### config.mk
export PLATFORM = sky130hd
export DESIGN_NAME = ixf_flags
export DESIGN_NICKNAME = d
export VERILOG_FILES = /design/src/include/ixf_pkg.sv /design/src/hdl/ixf_flags.sv
export SDC_FILE = /design/constraint.sdc
export NUM_CORES = 1
export LEC_CHECK = 0
export BUFFER_PORTS_ARGS = -buffer_cell sky130_fd_sc_hd__buf_2
export CAP_MARGIN = 20
export CORE_MARGIN = 1.5
export CORE_UTILIZATION = 45
export CTS_CLUSTER_SIZE = 20
export DETAILED_ROUTE_END_ITERATION = 12
export GPL_TIMING_DRIVEN = 1
export PLACE_DENSITY_LB_ADDON = 0.08
export SYNTH_ARGS = -nofsm -noshare
export SYNTH_HDL_FRONTEND = slang
export SYNTH_SLANG_ARGS = --single-unit
export TNS_END_PERCENT = 50
### constraint.sdc
create_clock -name clock_in -period 3.05 [get_ports clock_in]
set_input_delay 0.61 -clock clock_in [delete_from_list [all_inputs] [get_ports clock_in]]
set_output_delay 0.61 -clock clock_in [all_outputs]
set_load 0.05 [all_outputs]
### src/include/ixf_pkg.sv
// ixf_pkg: register map, field positions and mode codes for the transfer/second-address flag block
// assumes a classic wishbone slave with 32-bit data, byte addresses
`default_nettype none
package ixf_pkg;
    localparam logic [3:0] STATUS_OFFSET = 4'h0;
    localparam logic [3:0] CTRL_OFFSET = 4'h4;
    localparam logic [3:0] MASK_OFFSET = 4'h8;
    localparam logic [3:0] EVENT_OFFSET = 4'hc;
    // status register fields
    localparam int FRAME_IRQ_POS = 5;
    localparam int ADDR2_POS = 4;
    localparam int MAIN_IRQ_POS = 0;
    // control register fields
    localparam int ENABLE_POS = 0;
    localparam int FORMAT_SEL_POS = 1;
    localparam int MODE_LSB = 2;
    localparam int ADDR2_LSB = 8;
    // event register fields (sticky, write one to clear)
    localparam int EV_FRAME_POS = 0;
    localparam int EV_ADDR2_POS = 1;
    localparam int EV_MAIN_POS = 2;
    localparam logic [7:0] STATUS_RESET = 8'h00;
    localparam logic [14:0] CTRL_RESET = 15'h0000;
    localparam logic [2:0] EVENT_RESET = 3'h0;
    localparam logic [2:0] MASK_RESET = 3'h0;
    localparam logic [1:0] MODE_SLAVE_BUS = 2'h0;
    localparam logic [1:0] MODE_MASTER = 2'h1;
    localparam logic [1:0] MODE_CLOCKED_SYNC = 2'h2;
    localparam logic [1:0] MODE_FORMATLESS = 2'h3;
endpackage
`default_nettype wire

### src/hdl/ixf_flags.sv
// ixf_flags: frame transfer interrupt flag, main bus interrupt flag and second-address match flag
// assumes the protocol engine drives the buffer flags, start, first-frame done and address, and receive indications
// on its own clock domain; they are synchronised here
`default_nettype none

// Notes on behaviour
// - frame interrupt flag, status bit 5, set when a continuous-transfer frame completes.
// - setting the frame flag also sets the main bus interrupt flag same cycle.
// - bus-format slave mode sets frame flag on buffer-flag rise only while address match set.
// - master, clocked sync and formatless modes set frame flag on every buffer-flag rise.
// - frame flag clears on writing 0 after reading it as 1; bare 0 writes ignored.
// - clearing the main interrupt flag while interface enabled also clears the frame flag.
// - slave receive, format select 0: first frame matching second address sets bit 4.
// - address match flag clears on writing 0 after reading it as 1.
// - address match flag cleared on start condition and held clear in master mode.
module ixf_flags (
    input wire logic clock_in,
    input wire logic rst_in,
    input wire logic wb_cyc_in,
    input wire logic wb_stb_in,
    input wire logic wb_we_in,
    input wire logic [3:0] wb_adr_in,
    input wire logic [3:0] wb_sel_in,
    input wire logic [31:0] wb_dat_in,
    output logic [31:0] wb_dat_out,
    output logic wb_ack_out,
    input wire logic tx_buffer_empty_flag_in,
    input wire logic rx_buffer_full_flag_in,
    input wire logic start_detect_in,
    input wire logic first_frame_done_in,
    input wire logic slave_receive_in,
    input wire logic [6:0] first_frame_addr_in,
    output logic frame_xfer_irq_flag_out,
    output logic main_bus_irq_flag_out,
    output logic second_addr_match_flag_out,
    output logic irq_out
);

    ////////////////////////////////////////////////////////////////////////
    // input synchronisers
    localparam int NSYNC = 11;
    logic [NSYNC-1:0] sync1_r;
    logic [NSYNC-1:0] sync2_r;
    // third stage only feeds the edge detectors
    logic [2:0] sync3_r;
    logic [NSYNC-1:0] raw_in;
    assign raw_in = {first_frame_addr_in, slave_receive_in, first_frame_done_in,
                     rx_buffer_full_flag_in, tx_buffer_empty_flag_in};

    always_ff @(posedge clock_in or posedge rst_in) begin
        if (rst_in) begin
            sync1_r <= '0;
            sync2_r <= '0;
            sync3_r <= '0;
        end else begin
            sync1_r <= raw_in;
            sync2_r <= sync1_r;
            sync3_r <= sync2_r[2:0];
        end
    end

    // start is a level/pulse from the bus clock; edge found after two stages
    logic start_s1_r;
    logic start_s2_r;
    logic start_s3_r;
    always_ff @(posedge clock_in or posedge rst_in) begin
        if (rst_in) begin
            start_s1_r <= 1'b0;
            start_s2_r <= 1'b0;
            start_s3_r <= 1'b0;
        end else begin
            start_s1_r <= start_detect_in;
            start_s2_r <= start_s1_r;
            start_s3_r <= start_s2_r;
        end
    end

    logic tx_empty_rise;
    logic rx_full_rise;
    logic frame_done_rise;
    logic start_rise;
    logic slave_rx;
    logic [6:0] frame_addr;
    logic [2:0] pin_rise;
    for (genvar g = 0; g < 3; g++) begin : g_rise
        assign pin_rise[g] = sync2_r[g] & ~sync3_r[g];
    end
    assign tx_empty_rise = pin_rise[0];
    assign rx_full_rise = pin_rise[1];
    assign frame_done_rise = pin_rise[2];
    assign slave_rx = sync2_r[3];
    assign frame_addr = sync2_r[10:4];
    assign start_rise = start_s2_r & ~start_s3_r;

    ////////////////////////////////////////////////////////////////////////
    // control register
    logic [14:0] ctrl_r;
    logic interface_enable_bit;
    logic second_addr_format_select;
    logic [1:0] mode;
    logic [6:0] second_slave_addr_reg;
    assign interface_enable_bit = ctrl_r[ixf_pkg::ENABLE_POS];
    assign second_addr_format_select = ctrl_r[ixf_pkg::FORMAT_SEL_POS];
    assign mode = ctrl_r[ixf_pkg::MODE_LSB +: 2];
    assign second_slave_addr_reg = ctrl_r[ixf_pkg::ADDR2_LSB +: 7];

    logic master_mode;
    assign master_mode = (mode == ixf_pkg::MODE_MASTER);

    ////////////////////////////////////////////////////////////////////////
    // bus decode
    logic acc;
    logic wr;
    logic rd;
    assign acc = wb_cyc_in & wb_stb_in & ~wb_ack_out;
    assign wr = acc & wb_we_in;
    assign rd = acc & ~wb_we_in;

    // unmapped addresses still ack and read zero
    logic wr_status;
    logic wr_ctrl;
    logic wr_mask;
    logic wr_event;
    assign wr_status = wr & wb_sel_in[0] & (wb_adr_in == ixf_pkg::STATUS_OFFSET);
    assign wr_ctrl = wr & (wb_adr_in == ixf_pkg::CTRL_OFFSET);
    assign wr_mask = wr & wb_sel_in[0] & (wb_adr_in == ixf_pkg::MASK_OFFSET);
    assign wr_event = wr & wb_sel_in[0] & (wb_adr_in == ixf_pkg::EVENT_OFFSET);

    always_ff @(posedge clock_in or posedge rst_in) begin
        if (rst_in) begin
            ctrl_r <= ixf_pkg::CTRL_RESET;
        end else if (wr_ctrl) begin
            if (wb_sel_in[0]) begin
                ctrl_r[7:0] <= wb_dat_in[7:0];
            end
            if (wb_sel_in[1]) begin
                ctrl_r[14:8] <= wb_dat_in[14:8];
            end
        end
    end

    ////////////////////////////////////////////////////////////////////////
    // flags
    logic frame_flag_r;
    logic main_flag_r;
    logic addr2_flag_r;
    logic frame_seen_r;
    logic addr2_seen_r;
    logic main_seen_r;

    // read-as-one arming for the write-zero clear
    always_ff @(posedge clock_in or posedge rst_in) begin
        if (rst_in) begin
            frame_seen_r <= 1'b0;
            addr2_seen_r <= 1'b0;
            main_seen_r <= 1'b0;
        end else if (rd && wb_adr_in == ixf_pkg::STATUS_OFFSET) begin
            frame_seen_r <= frame_flag_r;
            addr2_seen_r <= addr2_flag_r;
            main_seen_r <= main_flag_r;
        end else if (wr_status) begin
            frame_seen_r <= 1'b0;
            addr2_seen_r <= 1'b0;
            main_seen_r <= 1'b0;
        end
    end

    logic frame_set;
    logic addr2_set;
    logic frame_sw_clr;
    logic addr2_sw_clr;
    logic main_sw_clr;
    logic buf_rise;
    assign buf_rise = tx_empty_rise | rx_full_rise;
    logic frame_gate;
    always_comb begin
        case (mode)
            ixf_pkg::MODE_SLAVE_BUS: frame_gate = addr2_flag_r;
            ixf_pkg::MODE_MASTER: frame_gate = 1'b1;
            ixf_pkg::MODE_CLOCKED_SYNC: frame_gate = 1'b1;
            ixf_pkg::MODE_FORMATLESS: frame_gate = 1'b1;
            default: frame_gate = 1'b1;
        endcase
    end
    assign frame_set = buf_rise & frame_gate;
    assign addr2_set = frame_done_rise & slave_rx & ~second_addr_format_select & ~master_mode
                       & (frame_addr == second_slave_addr_reg);
    assign frame_sw_clr = wr_status & frame_seen_r & ~wb_dat_in[ixf_pkg::FRAME_IRQ_POS];
    assign addr2_sw_clr = wr_status & addr2_seen_r & ~wb_dat_in[ixf_pkg::ADDR2_POS];
    // main flag sits in status bit 0 here; same read-then-write-zero clear
    assign main_sw_clr = wr_status & main_seen_r & ~wb_dat_in[ixf_pkg::MAIN_IRQ_POS];

    // set beats clear, so a frame end landing on a clear write is kept
    always_ff @(posedge clock_in or posedge rst_in) begin
        if (rst_in) begin
            main_flag_r <= 1'b0;
        end else if (frame_set) begin
            main_flag_r <= 1'b1;
        end else if (main_sw_clr) begin
            main_flag_r <= 1'b0;
        end
    end

    always_ff @(posedge clock_in or posedge rst_in) begin
        if (rst_in) begin
            frame_flag_r <= 1'b0;
        end else if (frame_set) begin
            frame_flag_r <= 1'b1;
        end else if (frame_sw_clr || (main_sw_clr && interface_enable_bit)) begin
            frame_flag_r <= 1'b0;
        end
    end

    // start and master mode win over a match in the same cycle
    always_ff @(posedge clock_in or posedge rst_in) begin
        if (rst_in) begin
            addr2_flag_r <= 1'b0;
        end else if (master_mode || start_rise) begin
            addr2_flag_r <= 1'b0;
        end else if (addr2_set) begin
            addr2_flag_r <= 1'b1;
        end else if (addr2_sw_clr) begin
            addr2_flag_r <= 1'b0;
        end
    end

    ////////////////////////////////////////////////////////////////////////
    // interrupt events and mask
    logic [2:0] event_r;
    logic [2:0] mask_r;
    logic [2:0] ev_set;
    // event bits mirror the flag set strobes
    assign ev_set = {frame_set, addr2_set & ~start_rise, frame_set};

    always_ff @(posedge clock_in or posedge rst_in) begin
        if (rst_in) begin
            event_r <= ixf_pkg::EVENT_RESET;
        end else begin
            event_r <= ev_set | (event_r & ~({3{wr_event}} & wb_dat_in[2:0]));
        end
    end

    always_ff @(posedge clock_in or posedge rst_in) begin
        if (rst_in) begin
            mask_r <= ixf_pkg::MASK_RESET;
        end else if (wr_mask) begin
            mask_r <= wb_dat_in[2:0];
        end
    end

    always_ff @(posedge clock_in or posedge rst_in) begin
        if (rst_in) begin
            irq_out <= 1'b0;
        end else begin
            irq_out <= |(event_r & mask_r);
        end
    end

    ////////////////////////////////////////////////////////////////////////
    // outputs and read data
    always_ff @(posedge clock_in or posedge rst_in) begin
        if (rst_in) begin
            frame_xfer_irq_flag_out <= 1'b0;
            main_bus_irq_flag_out <= 1'b0;
            second_addr_match_flag_out <= 1'b0;
        end else begin
            frame_xfer_irq_flag_out <= frame_flag_r;
            main_bus_irq_flag_out <= main_flag_r;
            second_addr_match_flag_out <= addr2_flag_r;
        end
    end

    logic [31:0] rdata;
    always_comb begin
        rdata = 32'h0000_0000;
        case (wb_adr_in)
            ixf_pkg::STATUS_OFFSET: begin
                rdata[ixf_pkg::FRAME_IRQ_POS] = frame_flag_r;
                rdata[ixf_pkg::ADDR2_POS] = addr2_flag_r;
                rdata[ixf_pkg::MAIN_IRQ_POS] = main_flag_r;
            end
            ixf_pkg::CTRL_OFFSET: rdata[14:0] = ctrl_r;
            ixf_pkg::MASK_OFFSET: rdata[2:0] = mask_r;
            ixf_pkg::EVENT_OFFSET: rdata[2:0] = event_r;
            default: rdata = 32'h0000_0000;
        endcase
    end

    // ack one cycle after the request is taken; the write lands at the taking edge
    always_ff @(posedge clock_in or posedge rst_in) begin
        if (rst_in) begin
            wb_ack_out <= 1'b0;
            wb_dat_out <= 32'h0000_0000;
        end else begin
            wb_ack_out <= acc;
            wb_dat_out <= rd ? rdata : 32'h0000_0000;
        end
    end

endmodule
`default_nettype wire

==> flow_metrics.env, run 1 <==
export IMPL_outcome="finished, final reports clean"
export IMPL_vias=1658
export IMPL_layout_min_cycle_time_ns=1.64
export IMPL_synthSimpleGateAreaFrac=0.102
export IMPL_yosys_area_share_adder=0
export IMPL_relSlewSlack=0.387
export IMPL_drc=0
export IMPL_antenna_found_initial=0
export IMPL_htreeDepth=3
export IMPL_dp_hpwl_mm=3.28
export IMPL_syn_avg_cell_area_um2=13.8
export IMPL_seq_area_frac_synth=0.661
export IMPL_synth_main_ff_cell="dfrtp_1"
export IMPL_final_area_um2=3310
export IMPL_dieArea_um2=6790
export IMPL_cp_end_kind="flop"
export IMPL_finalWirelength_mm=4.79
export IMPL_syn_inst=205
export IMPL_grt_first_pass_wirelength_mm=7.85
export IMPL_synth_top_family_by_area="simple AND/OR/NAND/NOR gates"
export IMPL_clock_sinks=75
export IMPL_powerDensity_nw_per_um2=595
export IMPL_tightest_slew_ns=0.919
export IMPL_via_per_inst=4.76
export IMPL_grt_max_degree=76
export IMPL_synth_area_um2=2840
export IMPL_placed_cell_area_um2=3130
export IMPL_synth_compound_area_frac=0.0586
export IMPL_cts_tree="done"
export IMPL_fin_skew_ns=0.00384
export IMPL_ctsResizeCount=0
export IMPL_setup_viol=0
export IMPL_cts_root_buf="clkbuf_8"
export IMPL_grt_overflow=0
export IMPL_grt_pass1_vias=1630
export IMPL_drv_cap=0
export IMPL_dr_pass1_iters=4
export IMPL_final_core_util=0.553
export IMPL_drv_slew=0
export IMPL_drive_above_1_share=0.352
export IMPL_max_freq_mhz=609
export IMPL_timing_hold_ws_ns=0.349
export IMPL_cts_made_buffers=9
export IMPL_synth_distinct_cells=39
export IMPL_hold_path_class="flop to flop"
export IMPL_muxShareOfSynthArea=0.0860
export IMPL_power_leakage_nw=1.68
export IMPL_synth_edf_count=0
export IMPL_hold_buffers=0
export IMPL_synth_xor_area_share=0.0216
export IMPL_place_inst=334
export IMPL_cts_setup_buffers=0
export IMPL_clk_pin_slew_worst_paths_ns=0.07
export IMPL_critPathKind="input port to flop"
export IMPL_dr_first_iter_drc_count=78
export IMPL_syn2layout_area_growth_pct=16.7
export IMPL_clock_path_buffers=2
export IMPL_peakVddDrop_mv=0.308
export IMPL_yosys_warnings=0
export IMPL_fin_tns_setup_ns=0
export IMPL_ys_seq_elements=75
export IMPL_cp_arrival_ns=1.86
export IMPL_hold_violations=0
export IMPL_cp_required_ns=3.27
export IMPL_num_rows=28
export IMPL_fin_nets=327
export IMPL_chipWidth_um=82.4
export IMPL_grt_usage=0.161
export IMPL_start_util=0.474
export IMPL_instances_no_fill=348
export IMPL_ant_nets=0
export IMPL_die_h_um=82.4
export IMPL_coreArea_um2=5990
export IMPL_ioPinCount=94
export IMPL_rsz0062_at_grt="no"
export IMPL_n_antenna_cell=0
export IMPL_gp_congestion=0.777
export IMPL_worst_path_max_fanout=11
export IMPL_start_kind="input port"
export IMPL_clkLatencyLatePin_ns=0.33
export IMPL_timing_final_crit_share=0.538
export IMPL_port_buffers=57
export IMPL_wire_per_inst_um=13.8
export IMPL_ys_async_sr_fraction=1.00
## cells in the mapped netlist (3+ instances only)
| library cell | instances | area [um2] |
|---|---|---|
| nor2_1 | 5 | 18.8 |
| mux2i_1 | 3 | 30.0 |
| a22o_1 | 3 | 26.3 |
| xor2_1 | 6 | 52.6 |
| nor4_1 | 3 | 18.8 |
| dfrtp_1 | 75 | 1880 |
| inv_1 | 11 | 41.3 |
| mux2_2 | 19 | 214 |
| nor3_1 | 3 | 15.0 |
| buf_4 | 17 | 128 |
| nand3_1 | 3 | 15.0 |
| nand2_1 | 10 | 37.5 |
| o21ai_0 | 5 | 25.0 |
| and2_1 | 10 | 62.6 |
## worst max-delay path: stages
cell	delay, ns
buf_2	0.19
nor3_1	0.28
nand2_1	0.21
a211o_1	0.34
a22o_1	0.24
## state kept, by name, indices dropped and copies added (netlist names), 3 cells and up
signal,cells
ctrl_r,15
wb_dat_out,15
sync1_r,11
sync2_r,11
event_r,3
mask_r,3
sync3_r,3
## final cells by class
| cell class | instances | area (um2) |
|---|---|---|
| inverter | 11 | 41.3 |
| tap | 75 | 93.8 |
| multi-input combinational | 115 | 826 |
| clock buffer | 11 | 141 |
| timing repair buffer | 58 | 293 |
| clock inverter | 3 | 40.0 |
| fill | 507 | 2680 |
| sequential | 75 | 1880 |
## cell usage in the layout, fill, tap and decap left out, types with 3 or more instances in the layout
| cell | count |
|---|---|
| and2_1 | 10 |
| dfrtp_1 | 75 |
| a22o_1 | 3 |
| inv_1 | 10 |
| conb_1 | 17 |
| nor4_1 | 3 |
| clkbuf_8 | 10 |
| nor3_1 | 3 |
| nand2_1 | 10 |
| o21ai_0 | 5 |
| nand3_1 | 3 |
| nor2_1 | 5 |
| xor2_1 | 6 |
| mux2i_1 | 3 |
| buf_2 | 57 |
| mux2_2 | 19 |
## final timing paths
path	cells after the start	slack, ns	endpoint	from
max	5	1.41	main_seen_r$_DFFE_PP0P_	wb_adr_in[2]
min	0	0.35	sync2_r[2]$_DFF_PP0_	sync1_r[2]$_DFF_PP0_
max reg2reg	4	1.46	wb_dat_out[13]$_DFF_PP0_	wb_ack_out$_DFF_PP0_
min reg2reg	0	0.35	sync2_r[2]$_DFF_PP0_	sync1_r[2]$_DFF_PP0_
max in group asynchronous	3	1.90	ctrl_r[0]$_DFFE_PP0P_	rst_in
min in group asynchronous	3	0.53	sync1_r[1]$_DFF_PP0_	rst_in
## cells by family (layout without fill, tap and decap cells)
group / Yosys count / after routing
xor+xnor: 7 / 7
mux: 22 / 22
buf+inv: 31 / 83
compound gates: 22 / 22
flops: 75 / 75
other cells: 1 / 17
simple gates: 47 / 47
## layer usage
layer	global-route usage	vias up	wire [um]
li1	-	795	-
met1	0.213	792	2190
met2	0.245	64	2250
met3	0.0418	7	282
met4	0.0847	0	69
met5	0	-	0
## power by group
part           total (W)  switching [W]  internal, W
logic           0.000183       0.000123    0.0000600
clock network   0.000720       0.000331     0.000389
registers        0.00107      0.0000258      0.00104
## stage by stage
stage | power, W | setup WS (ns)
4_1_cts | 0.00199 | 1.38
6_report | 0.00197 | 1.41
3_3_place_gp | 0.00127 | 1.08
2_1_floorplan | 0.00124 | 0.530
5_1_grt | 0.00205 | 1.28
3_5_place_dp | 0.00127 | 1.07
Note: power is estimated with default switching activity, not from simulation.
==> inputs of run 2 (changes only) <==
==> constraint.sdc (replaced) <==
create_clock -name clock_in -period 1.3 [get_ports clock_in]
set_input_delay 0.26 -clock clock_in [delete_from_list [all_inputs] [get_ports clock_in]]
set_output_delay 0.26 -clock clock_in [all_outputs]
set_load 0.05 [all_outputs]
==> run 2 against run 1 <==
  * The flow now finishes with violations (setup timing)
  * Largest power group unchanged
  * Wire length grew 4.2%
  * Critical path type is now flop to flop
  * Combinational power grew to 2.8 times the previous value
  * Worst setup slack lost 1.6 ns
  * Design area grew 9.5%
  * Count of clock-buffer cells in the layout is the same
==> flow_metrics.env, run 2 (same netlist as run 1, synthesis figures left out) <==
export IMPL_dp_hpwl_mm=3.42
export IMPL_htreeDepth=3
export IMPL_power_leakage_nw=1.83
export IMPL_cp_required_ns=1.53
export IMPL_n_antenna_cell=0
export IMPL_syn2layout_area_growth_pct=27.8
export IMPL_final_cell_mix="dfrtp_1, buf_2, buf_4"
export IMPL_critPathKind="flop to flop"
export IMPL_drv_cap=0
export IMPL_final_common_cell="dfrtp_1"
export IMPL_cp_end_kind="flop"
export IMPL_num_rows=28
export IMPL_start_util=0.474
export IMPL_ioPinCount=94
export IMPL_chipWidth_um=82.4
export IMPL_die_h_um=82.4
export IMPL_dr_first_iter_drc_count=88
export IMPL_top_regs="ctrl_r (15), wb_dat_out (15)"
export IMPL_clock_path_buffers=2
export IMPL_fin_ws_ns=-0.163
export IMPL_clk_pin_slew_worst_paths_ns=0.08
export IMPL_hold_path_class="input port to async pin"
export IMPL_setup_viol=36
export IMPL_cts_made_buffers=9
export IMPL_clkLatencyLatePin_ns=0.34
export IMPL_failed_checks="setup timing"
export IMPL_antenna_found_initial=0
export IMPL_outcome="finished with violations"
export IMPL_layout_min_cycle_time_ns=1.46
export IMPL_ant_nets=0
export IMPL_grt_max_degree=76
export IMPL_coreArea_um2=5990
export IMPL_port_buffers=57
export IMPL_fin_tns_setup_ns=-3.14
export IMPL_via_per_inst=4.73
export IMPL_cts_root_buf="clkbuf_8"
export IMPL_start_kind="flop"
export IMPL_timing_final_crit_share=1.13
export IMPL_grt_first_pass_wirelength_mm=8.29
export IMPL_fin_nets=352
export IMPL_ff2ff_path_depth=4
export IMPL_rsz0062_at_grt="yes"
export IMPL_worst_path_max_fanout=8
export IMPL_grt_usage=0.170
export IMPL_hold_violations=0
export IMPL_regToRegEndpoint="ctrl_r[2]$_DFFE_PP0P_"
export IMPL_drv_slew=0
export IMPL_vias=1774
export IMPL_grt_pass1_vias=1777
export IMPL_cts_tree="done"
export IMPL_gp_congestion=0.787
export IMPL_grt_overflow=0
export IMPL_power_w=0.00481
export IMPL_drive_above_1_share=0.447
export IMPL_peakVddDrop_mv=0.770
export IMPL_finalWirelength_mm=4.99
export IMPL_drc=0
export IMPL_dr_pass1_iters=6
export IMPL_powerDensity_nw_per_um2=1330
export IMPL_cp_arrival_ns=1.69
export IMPL_rrSetupSlack_ns=-0.16
export IMPL_fin_skew_ns=0.00627
export IMPL_wire_per_inst_um=13.3
export IMPL_regToRegStartpoint="wb_ack_out$_DFF_PP0_"
export IMPL_max_freq_mhz=683
export IMPL_clock_sinks=75
export IMPL_dieArea_um2=6790
==> run 2: critical path: stages (launching register included) <==
cell	delay [ns]
dfrtp_1	0.38
and3b_2	0.28
and3_4	0.23
nand3_4	0.16
mux2_2	0.31
==> run 2: timing repair <==
action | 4_1_cts | 5_1_grt
hold buffers | 0 | 0
pin swaps | 9 | 5
buffers inserted | 2 | 1
resized for setup | 11 | 10
setup endpoints to repair | 37 | 42
==> run 2: layer usage <==
metal,GRT usage,share of wire,wire (um)
met2,0.260,0.48,2380
met4,0.105,0.016,79
met1,0.217,0.45,2230
met5,0,0,0
met3,0.0407,0.060,301
==> run 2: worst max path at each step <==
stage | startpoint | to | slack [ns]
3_5_place_dp | wb_ack_out$_DFF_PP0_ | ctrl_r[2]$_DFFE_PP0P_ | -0.21
5_1_grt | wb_ack_out$_DFF_PP0_ | ctrl_r[5]$_DFFE_PP0P_ | -0.22
2_1_floorplan | wb_ack_out$_DFF_PP0_ | ctrl_r[0]$_DFFE_PP0P_ | -0.41
3_3_place_gp | wb_ack_out$_DFF_PP0_ | ctrl_r[2]$_DFFE_PP0P_ | -0.19
4_1_cts | wb_ack_out$_DFF_PP0_ | ctrl_r[2]$_DFFE_PP0P_ | -0.17
6_report | wb_ack_out$_DFF_PP0_ | ctrl_r[2]$_DFFE_PP0P_ | -0.16
==> run 2: power breakdown <==
group | internal (W) | total, W | switching (W)
logic | 0.000195 | 0.000519 | 0.000323
clock network | 0.000946 | 0.00179 | 0.000842
registers | 0.00244 | 0.00250 | 0.0000573
total | 0.00359 | 0.00481 | 0.00122
==> run 2: cell type report <==
type                            count  area (um2)
Inverter                           11        45.0
Clock buffer                       11         141
Tap cell                           75        93.8
Clock inverter                      5        61.3
Timing Repair Buffer               83         497
Sequential cell                    75        1880
Multi-Input combinational cell    115         912
Fill cell                         488        2360
==> run 2: per-stage QoR <==
step | instances | setup slack, ns | util | cell area, um2 | hold slack, ns
CTS | 374 | -0.169 | 0.598 | 3580 | 0.00210
detailed placement | 356 | -0.209 | 0.553 | 3310 | 0.335
global placement | 356 | -0.192 | 0.553 | 3310 | 0.332
finish | 375 | -0.163 | 0.605 | 3630 | 0.00426
floorplan | 221 | -0.411 | - | 2900 | 0.291
global route | 375 | -0.218 | 0.605 | 3630 | 0.00359
